===== src/logic/afz_pkg.sv =====
package afz_pkg;
  localparam int CLK_MHZ     = 100;
  localparam int SEC_MS      = 1000;
  localparam int SEC_CYC     = SEC_MS * 1000 * CLK_MHZ;
  localparam int CHAIN_US    = 500;
  localparam int CHAIN_CYC   = CHAIN_US * CLK_MHZ;
  localparam int BLINK_MS    = 250;
  localparam int BLINK_CYC   = BLINK_MS * 1000 * CLK_MHZ;
  localparam int COOL_MS     = 10000;
  localparam int COOL_CYC    = COOL_MS * 1000 * CLK_MHZ;
  localparam int PULSE_MS    = 100;
  localparam int CBF_MS      = 60;
  localparam logic [31:0] PULSE_DEF = 32'(PULSE_MS * 1000 * CLK_MHZ);
  localparam logic [31:0] CBF_DEF   = 32'(CBF_MS * 1000 * CLK_MHZ);
  // light in steps of 100 lux
  localparam logic [7:0] THRESH_DEF = 8'h64;
  localparam logic [7:0] THRESH_MAX = 8'hFA;
  localparam logic [7:0] MAP_DEF    = 8'hA5;
  localparam logic [7:0] A_CTRL   = 8'h00;
  localparam logic [7:0] A_THRESH = 8'h04;
  localparam logic [7:0] A_PULSE  = 8'h08;
  localparam logic [7:0] A_CBFTO  = 8'h0C;
  localparam logic [7:0] A_MAP    = 8'h10;
  localparam logic [7:0] A_CMD    = 8'h14;
  localparam logic [7:0] A_STAT   = 8'h18;
  localparam int CTRL_MODE = 0;
  localparam int CTRL_POL  = 8;
  localparam int CMD_RST   = 0;
  localparam int ST_HEALTH = 0;
  localparam int ST_FAULT  = 1;
  localparam int ST_CBF    = 2;
  localparam int ST_COIL   = 4;
  localparam int ST_ERR    = 8;
  localparam int ST_SENS   = 16;
  typedef enum logic {CS_IDLE = 1'b0, CS_ON = 1'b1} afz_coil_t;
endpackage


===== src/logic/afz_trip_zone.sv =====
// Added by the designer: the register offsets and the address-and-strobe port.
`timescale 1ns/10ps
module afz_trip_zone #(
  parameter int NZ      = 2,
  parameter int NS      = 4,
  parameter int NERR    = 2,
  parameter int SECC    = afz_pkg::SEC_CYC,
  parameter int CHAINC  = afz_pkg::CHAIN_CYC,
  parameter int BLINKC  = afz_pkg::BLINK_CYC,
  parameter int COOLC   = afz_pkg::COOL_CYC
) (
  input  wire logic            clock,
  input  wire logic            srst,
  input  wire logic [7:0]      addr,
  input  wire logic [31:0]     wdata,
  input  wire logic            wr,
  input  wire logic            rd,
  output logic      [31:0]     rdata,
  input  wire logic [NS*8-1:0] sensorLevel,
  input  wire logic [NZ-1:0]   inhibitPin,
  input  wire logic [NZ-1:0]   firePin,
  input  wire logic [NZ-1:0]   cbOnPin,
  input  wire logic            resetPin,
  input  wire logic [NZ-1:0]   coilVoltOk,
  input  wire logic [NERR-1:0] errIn,
  output logic                 healthRelay,
  output logic                 faultRelay,
  output logic                 cbFailOut,
  output logic      [NZ-1:0]   coilOut,
  output logic      [NZ-1:0]   chainOut,
  output logic      [NZ-1:0]   inhibitLed,
  output logic      [NZ-1:0]   fireLed,
  output logic      [NZ-1:0]   cbOnLed,
  output logic      [NZ-1:0]   coilRedLed,
  output logic      [NZ-1:0]   coilFlash,
  output logic      [NS-1:0]   sensorLed
);
  import afz_pkg::*;
  localparam int MW = NS * NZ;
  localparam int EW = NERR + NZ;

  logic [NZ-1:0]   inhS1, inhS2, fireS1, fireS2, cbS1, cbS2;
  logic            rstS1, rstS2;
  logic [NZ-1:0]   mode_reg, pol_reg;
  logic [7:0]      thresh_reg;
  logic [31:0]     pulse_reg, cbfTo_reg;
  logic [MW-1:0]   map_reg;
  logic            swRst_reg;
  logic [NZ-1:0]   inhAct, fireAct, cbAct, zoneLight;
  logic [NZ-1:0]   tripReq, tripEvt, tripReqPrev_reg, cbfExp;
  logic [NS-1:0]   lightHit;
  logic            rstAct, busy, clearTrip, anyEvt;
  afz_coil_t       coilSt_reg [NZ];
  logic [31:0]     coilCnt_reg [NZ];
  logic [1:0]      heat_reg [NZ];
  logic [31:0]     cool_reg [NZ];
  logic [31:0]     cbfCnt_reg [NZ];
  logic [NZ-1:0]   cbfRun_reg;
  logic [31:0]     chain_reg [NZ];
  logic [NZ-1:0]   coilFlag_reg, inhLat_reg, fireLat_reg, cbLat_reg;
  logic [NS-1:0]   sensFlag_reg;
  logic            faultLatch_reg, cbfFlag_reg;
  logic [31:0]     faultDrop_reg, hp_reg, cbfPulse_reg, blink_reg;
  logic            blinkOn_reg;
  logic [EW-1:0]   errVec, errPrev_reg;
  logic [NZ-1:0]   coilMissing;
  logic            newErr;
  logic [31:0]     stat;

  // two flops each; the first is read by nothing else
  always_ff @(posedge clock) begin
    inhS1  <= inhibitPin;
    inhS2  <= inhS1;
    fireS1 <= firePin;
    fireS2 <= fireS1;
    cbS1   <= cbOnPin;
    cbS2   <= cbS1;
    rstS1  <= resetPin;
    rstS2  <= rstS1;
  end

  always_comb begin
    inhAct  = ~inhS2;
    fireAct = ~fireS2;
    cbAct   = cbS2 ^ pol_reg;
    rstAct  = ~rstS2 | swRst_reg;
  end

  always_comb begin
    zoneLight = '0;
    for (int s = 0; s < NS; s++) begin
      lightHit[s] = sensorLevel[s*8 +: 8] > thresh_reg;
      for (int z = 0; z < NZ; z++) begin
        if (map_reg[s*NZ+z] && lightHit[s]) begin
          zoneLight[z] = 1'b1;
        end
      end
    end
  end

  always_comb begin
    tripReq = (zoneLight | fireAct) & ~inhAct;
    tripEvt = tripReq & ~tripReqPrev_reg;
    anyEvt  = |tripEvt;
    busy    = |cbfRun_reg;
    for (int z = 0; z < NZ; z++) begin
      busy      = busy | (coilSt_reg[z] == CS_ON);
      cbfExp[z] = cbfRun_reg[z] && (cbfCnt_reg[z] == 32'h0000_0000);
    end
    // a short reset during a trip is ignored; a held one lands afterwards
    clearTrip = rstAct & ~busy;
  end

  always_ff @(posedge clock) begin
    if (srst) begin
      tripReqPrev_reg <= '0;
    end else begin
      tripReqPrev_reg <= tripReq;
    end
  end

  // actuator pulse, thermal derating and breaker-failure timer
  always_ff @(posedge clock) begin
    if (srst) begin
      for (int z = 0; z < NZ; z++) begin
        coilSt_reg[z]  <= CS_IDLE;
        coilCnt_reg[z] <= '0;
        heat_reg[z]    <= '0;
        cool_reg[z]    <= '0;
        cbfCnt_reg[z]  <= '0;
      end
      cbfRun_reg <= '0;
    end else begin
      for (int z = 0; z < NZ; z++) begin
        if (tripEvt[z]) begin
          coilSt_reg[z] <= CS_ON;
          if ((pulse_reg >> heat_reg[z]) == 32'h0000_0000) begin
            coilCnt_reg[z] <= 32'h0000_0001;
          end else begin
            coilCnt_reg[z] <= pulse_reg >> heat_reg[z];
          end
          if (heat_reg[z] != 2'h3) begin
            heat_reg[z] <= heat_reg[z] + 2'h1;
          end
          cool_reg[z]   <= 32'(COOLC);
          cbfCnt_reg[z] <= cbfTo_reg;
          cbfRun_reg[z] <= 1'b1;
        end else begin
          unique case (coilSt_reg[z])
            CS_IDLE: begin
              coilCnt_reg[z] <= '0;
            end
            CS_ON: begin
              if (coilCnt_reg[z] <= 32'h0000_0001) begin
                coilSt_reg[z] <= CS_IDLE;
              end else begin
                coilCnt_reg[z] <= coilCnt_reg[z] - 32'h0000_0001;
              end
            end
          endcase
          if (cool_reg[z] == 32'h0000_0000) begin
            heat_reg[z] <= '0;
          end else begin
            cool_reg[z] <= cool_reg[z] - 32'h0000_0001;
          end
          if (cbfExp[z]) begin
            cbfRun_reg[z] <= 1'b0;
          end else if (cbfRun_reg[z]) begin
            cbfCnt_reg[z] <= cbfCnt_reg[z] - 32'h0000_0001;
          end
        end
      end
    end
  end

  // chaining pulses and actuator drive
  always_ff @(posedge clock) begin
    if (srst) begin
      for (int z = 0; z < NZ; z++) begin
        chain_reg[z] <= '0;
      end
      chainOut <= '0;
      coilOut  <= '0;
    end else begin
      for (int z = 0; z < NZ; z++) begin
        if (tripEvt[z]) begin
          chain_reg[z] <= 32'(CHAINC);
        end else if (chain_reg[z] != 32'h0000_0000) begin
          chain_reg[z] <= chain_reg[z] - 32'h0000_0001;
        end
        chainOut[z] <= chain_reg[z] != 32'h0000_0000;
        // undervoltage coil holds the breaker while idle
        coilOut[z] <= (coilSt_reg[z] == CS_ON) ^ mode_reg[z];
      end
    end
  end

  // breaker failure: feedback sampled once at expiry
  always_ff @(posedge clock) begin
    if (srst) begin
      cbfPulse_reg <= '0;
      cbFailOut    <= 1'b0;
    end else begin
      if (|(cbfExp & cbAct)) begin
        cbfPulse_reg <= 32'(CHAINC);
      end else if (cbfPulse_reg != 32'h0000_0000) begin
        cbfPulse_reg <= cbfPulse_reg - 32'h0000_0001;
      end
      cbFailOut <= cbfPulse_reg != 32'h0000_0000;
    end
  end

  // trip flags and latched indicators; a set beats a clear
  always_ff @(posedge clock) begin
    if (srst) begin
      coilFlag_reg <= '0;
      inhLat_reg   <= '0;
      fireLat_reg  <= '0;
      cbLat_reg    <= '0;
      sensFlag_reg <= '0;
      cbfFlag_reg  <= 1'b0;
    end else begin
      coilFlag_reg <= tripEvt | (coilFlag_reg & {NZ{~clearTrip}});
      inhLat_reg   <= (inhAct & (zoneLight | fireAct))
                    | (inhLat_reg & {NZ{~clearTrip}});
      fireLat_reg  <= (tripEvt & fireAct)
                    | (fireLat_reg & {NZ{~clearTrip}});
      cbLat_reg    <= (cbfExp & cbAct)
                    | (cbLat_reg & {NZ{~clearTrip}});
      sensFlag_reg <= lightHit | (sensFlag_reg & {NS{~clearTrip}});
      cbfFlag_reg  <= (|(cbfExp & cbAct)) | (cbfFlag_reg & ~clearTrip);
    end
  end

  // fault-flag relay
  always_ff @(posedge clock) begin
    if (srst) begin
      faultLatch_reg <= 1'b0;
      faultDrop_reg  <= '0;
      faultRelay     <= 1'b0;
    end else begin
      faultLatch_reg <= anyEvt | (faultLatch_reg & ~clearTrip);
      if (anyEvt && faultLatch_reg) begin
        faultDrop_reg <= 32'(SECC);
      end else if (faultDrop_reg != 32'h0000_0000) begin
        faultDrop_reg <= faultDrop_reg - 32'h0000_0001;
      end
      faultRelay <= faultLatch_reg && (faultDrop_reg == 32'h0000_0000);
    end
  end

  // health: level errors only, the reset input cannot touch them
  always_comb begin
    coilMissing = ~coilVoltOk & ~mode_reg;
    errVec      = {errIn, coilMissing};
    newErr      = (|(errVec & ~errPrev_reg)) && (|errPrev_reg);
  end

  always_ff @(posedge clock) begin
    if (srst) begin
      errPrev_reg <= '0;
      hp_reg      <= '0;
      healthRelay <= 1'b0;
    end else begin
      errPrev_reg <= errVec;
      if (newErr) begin
        hp_reg <= 32'(SECC);
      end else if (hp_reg != 32'h0000_0000) begin
        hp_reg <= hp_reg - 32'h0000_0001;
      end
      healthRelay <= ~(|errVec) | (hp_reg != 32'h0000_0000);
    end
  end

  // indicators
  always_ff @(posedge clock) begin
    if (srst) begin
      blink_reg   <= '0;
      blinkOn_reg <= 1'b0;
      inhibitLed  <= '0;
      fireLed     <= '0;
      cbOnLed     <= '0;
      coilRedLed  <= '0;
      coilFlash   <= '0;
      sensorLed   <= '0;
    end else begin
      if (blink_reg == 32'h0000_0000) begin
        blink_reg   <= 32'(BLINKC);
        blinkOn_reg <= ~blinkOn_reg;
      end else begin
        blink_reg <= blink_reg - 32'h0000_0001;
      end
      inhibitLed <= inhAct | inhLat_reg;
      fireLed    <= fireAct | fireLat_reg;
      cbOnLed    <= cbAct | cbLat_reg;
      coilRedLed <= coilFlag_reg;
      coilFlash  <= coilMissing & {NZ{blinkOn_reg}};
      sensorLed  <= sensFlag_reg;
    end
  end

  // register port
  always_ff @(posedge clock) begin
    if (srst) begin
      mode_reg   <= '0;
      pol_reg    <= '0;
      thresh_reg <= THRESH_DEF;
      pulse_reg  <= PULSE_DEF;
      cbfTo_reg  <= CBF_DEF;
      map_reg    <= MW'(MAP_DEF);
      swRst_reg  <= 1'b0;
    end else begin
      swRst_reg <= wr && (addr == A_CMD) && wdata[CMD_RST];
      if (wr) begin
        unique case (addr)
          A_CTRL: begin
            mode_reg <= wdata[CTRL_MODE +: NZ];
            pol_reg  <= wdata[CTRL_POL +: NZ];
          end
          A_THRESH: begin
            if (wdata[7:0] > THRESH_MAX) begin
              thresh_reg <= THRESH_MAX;
            end else begin
              thresh_reg <= wdata[7:0];
            end
          end
          A_PULSE: begin
            pulse_reg <= wdata;
          end
          A_CBFTO: begin
            cbfTo_reg <= wdata;
          end
          A_MAP: begin
            map_reg <= wdata[MW-1:0];
          end
          default: begin
          end
        endcase
      end
    end
  end

  always_comb begin
    stat = '0;
    stat[ST_HEALTH] = healthRelay;
    stat[ST_FAULT]  = faultLatch_reg;
    stat[ST_CBF]    = cbfFlag_reg;
    stat[ST_COIL +: NZ]  = coilFlag_reg;
    stat[ST_ERR +: EW]   = errVec;
    stat[ST_SENS +: NS]  = sensFlag_reg;
  end

  always_ff @(posedge clock) begin
    if (srst) begin
      rdata <= '0;
    end else if (rd) begin
      unique case (addr)
        A_CTRL:   rdata <= 32'(mode_reg) | (32'(pol_reg) << CTRL_POL);
        A_THRESH: rdata <= 32'(thresh_reg);
        A_PULSE:  rdata <= pulse_reg;
        A_CBFTO:  rdata <= cbfTo_reg;
        A_MAP:    rdata <= 32'(map_reg);
        A_STAT:   rdata <= stat;
        default:  rdata <= '0;
      endcase
    end else begin
      rdata <= '0;
    end
  end
endmodule


===== config.mk =====
export PLATFORM = sky130hd
export DESIGN_NAME = afz_trip_zone
export DESIGN_NICKNAME = d
export VERILOG_FILES = /design/src/logic/afz_pkg.sv /design/src/logic/afz_trip_zone.sv
export SDC_FILE = /design/constraint.sdc
export NUM_CORES = 1
export LEC_CHECK = 0
export ABC_CLOCK_PERIOD_IN_PS = 6700
export BUFFER_PORTS_ARGS = -buffer_cell sky130_fd_sc_hd__buf_2
export CORE_MARGIN = 1.5
export CORE_UTILIZATION = 50
export DETAILED_ROUTE_END_ITERATION = 10
export PLACE_DENSITY_LB_ADDON = 0.25
export SLEW_MARGIN = 10
export SYNTH_ARGS = -nofsm -noshare
export SYNTH_HDL_FRONTEND = slang
export SYNTH_SLANG_ARGS = --single-unit

===== constraint.sdc =====
create_clock -name clock -period 6.7 [get_ports clock]
set_clock_uncertainty 0.05 [all_clocks]
set_input_delay 1.34 -clock clock [delete_from_list [all_inputs] [get_ports clock]]
set_output_delay 1.34 -clock clock [all_outputs]
set_load 0.02 [all_outputs]

==> impl_metrics.env <==
export IMPL_firstDrtPassIters=6
export IMPL_multi_input_area_sq_mm=0.0150
export IMPL_area_growth_pct=11.5
export IMPL_synth_cell_types=84
export IMPL_final_nets=3328
export IMPL_drive_gt1_frac=0.126
export IMPL_coreArea_sq_mm=0.0589
export IMPL_antenna_left=0
export IMPL_worstMarginPinSlew_ps=1270
export IMPL_wl_per_cell_um=20.4
export IMPL_syn_inst=3124
export IMPL_gp_congestion=0.941
export IMPL_crit_path_cell_trace="buf_2 > ha_1 > and4b_1 > a211oi_1 > o22ai_1 > a2111oi_2 > a21o_1 > buf_4 > and3_1 > clkinv_1"
export IMPL_grt_usage=0.265
export IMPL_synth_ff_type="dfxtp_1"
export IMPL_rsz0062_at_grt="no"
export IMPL_seqCellArea_sq_mm=0.0139
export IMPL_die_area_sq_mm=0.0611
export IMPL_power_mw=10.6
export IMPL_vias=24500
export IMPL_numClockSinks=565
export IMPL_cts_buffers=60
export IMPL_ys_ff_latch=565
export IMPL_async_flop_share=0
export IMPL_slew_violations=0
export IMPL_critPathMaxFanout=32
export IMPL_dp_hpwl_mm=57.4
export IMPL_yosysSeqAreaShare=0.467
export IMPL_syn_nets=3259
export IMPL_num_rows=89
export IMPL_hp_class="reg2reg"
export IMPL_status="finished clean"
export IMPL_die_w_um=247
export IMPL_clock_fmax_mhz=200
export IMPL_max_stage_delay_ps=880
export IMPL_yosysTopAreaCellShare=0.261
export IMPL_grt_overflow=0
export IMPL_cts_setup_buffers=0
export IMPL_ff2ff_setup_slack_ps=1890
export IMPL_cts_max_level=2
export IMPL_p_per_area_mw_per_mm2=320
export IMPL_clkTransAtPathRegs_ps=60
export IMPL_drt_vias_per_instance=6.08
export IMPL_antenna_found_initial=6
export IMPL_grt_pass1_wl_mm=128
export IMPL_cts_buffer_depth=3
export IMPL_fin_crit_sh=0.747
export IMPL_fin_tns_setup_ps=0
export IMPL_crit_family="compound AO/OA/AOI/OAI gates"
export IMPL_nFillCells=5015
export IMPL_postCtsHoldBufs=0
export IMPL_first_global_vias=23400
export IMPL_drc=0
export IMPL_yosysWarnings=0
export IMPL_relSlewSlack=0.153
export IMPL_hold_ws_ps=277
export IMPL_synth_edf_count=259
export IMPL_initial_utilization=0.506
export IMPL_instances_no_fill=4023
export IMPL_grt_start_max_net_pins=67
export IMPL_netlist_area_sq_mm=0.0298
export IMPL_cts_resized=0
export IMPL_port_buffers=139
export IMPL_slowest_stage="clkinv_1"
export IMPL_placed_cells=3904
export IMPL_first_iter_violations=2341
export IMPL_num_io_pins=140
export IMPL_peakVddDrop_mv=0.400
export IMPL_finalHoldViolCount=0
export IMPL_cp_num_buf_inv=3
export IMPL_finalCriticalPeriod_ps=5000
export IMPL_clk_latency_ps=660
export IMPL_yosys_top_cells_area="edfxtp_1 26%, dfxtp_1 21%, xnor2_1 5.1%"
export IMPL_arrival_ps=5010
export IMPL_worst_setup_path_start_kind="input port"
export IMPL_die_h_um=247
export IMPL_cap_violations=0
export IMPL_cts_root_buf="clkbuf_16"
export IMPL_leakage_nw=12.4
export IMPL_wl_mm=82.1
export IMPL_cts_tree="built"
export IMPL_setup_violations=0
export IMPL_end_kind="flop"
export IMPL_yosysTopAreaCell="edfxtp_1"
export IMPL_crit_type="in2reg"
export IMPL_cp_required_ps=6710
export IMPL_synth_avg_cell_area_sq_um=9.54
-- cell usage after synthesis (13+ instances only) --
cell,n
dfxtp_1,306
nor2b_1,19
a31oi_1,25
mux2_2,23
buf_1,15
nand2b_1,20
or2_2,14
mux2i_1,60
a22oi_1,22
xnor2_1,174
nand4_1,35
mux4_2,45
a21oi_1,208
nand3_1,104
o22ai_1,60
a211oi_1,44
edfxtp_1,259
nand3b_1,19
nor4_1,75
xor2_1,159
o21ai_0,87
nor3b_1,13
clkbuf_1,127
nor2_1,356
and3_1,19
buf_2,26
inv_1,76
or3_1,41
nand2_1,294
nor3_1,162
ha_1,48
or4_1,44
-- kinds of logic after synthesis --
family / Yosys count / synth area share
DFF: 565 / 0.467
adders and majority gates: 48 / 0.0202
muxes: 128 / 0.0629
and+or+nand+nor: 1281 / 0.213
xor gates and xnor gates: 333 / 0.0979
AOI/OAI and AO/OA: 520 / 0.106
buffers and inverters: 249 / 0.0333
-- path summary, 6_finish.rpt --
| check | to | from | depth (start not counted) |
|---|---|---|---|
| max | cool_reg[0][3]$_SDFFCE_PN0P_ | sensorLevel[27] | 10 |
| min | cbS2[1]$_DFF_P_ | cbS1[1]$_DFF_P_ | 0 |
| max reg2reg | cool_reg[0][3]$_SDFFCE_PN0P_ | thresh_reg[3]$_SDFFE_PP0P_ | 10 |
| min reg2reg | cbS2[1]$_DFF_P_ | cbS1[1]$_DFF_P_ | 0 |
-- routing by layer --
metal | track usage | vias to the layer above | share of wire
met1 | 0.346 | 11800 | 0.41
met3 | 0.0722 | 190 | 0.10
met4 | 0.0981 | 4 | 0.036
met2 | 0.421 | 1012 | 0.46
met5 | 0 | - | 0.00024
li1 | - | 11500 | -
-- layout by cell type (no fill, tap or decap), types with 35 or more instances in the layout --
| cell type | n |
|---|---|
| inv_1 | 74 |
| nand3_1 | 104 |
| a211oi_1 | 43 |
| or4_1 | 44 |
| mux2i_1 | 60 |
| nor3_1 | 161 |
| ha_1 | 48 |
| nand4_1 | 35 |
| nor4_1 | 75 |
| nor2_1 | 353 |
| dfxtp_1 | 305 |
| nand2_1 | 294 |
| a21oi_1 | 207 |
| o21ai_0 | 85 |
| mux4_2 | 45 |
| xor2_1 | 159 |
| buf_2 | 138 |
| or3_1 | 41 |
| o22ai_1 | 60 |
| edfxtp_1 | 259 |
| buf_4 | 41 |
| clkbuf_16 | 66 |
| xnor2_1 | 174 |
-- metrics by stage --
step	utilization	area (sq um)	worst slack, ps
2_1_floorplan	-	29800	1850
3_3_place_gp	0.528	31100	1400
3_5_place_dp	0.529	31100	1300
4_1_cts	0.564	33200	1990
5_1_grt	0.564	33200	1430
6_report	0.564	33200	1700
-- final cells by class --
cell class | count | area share
sequential | 565 | 0.418
antenna | 5 | 0.000376
inverter | 76 | 0.00858
clock inverter | 36 | 0.00945
multi-input combinational | 2310 | 0.451
tap | 773 | 0.0291
timing repair buffer | 180 | 0.0304
clock buffer | 78 | 0.0532
-- power by group --
group          total (mW)  switching, mW  internal (mW)
logic                2.70           1.58           1.12
clock network        3.46           1.52           1.94
registers            4.48          0.412           4.07
total                10.6           3.52           7.12
No activity file was read; power rests on OpenSTA's default activity.
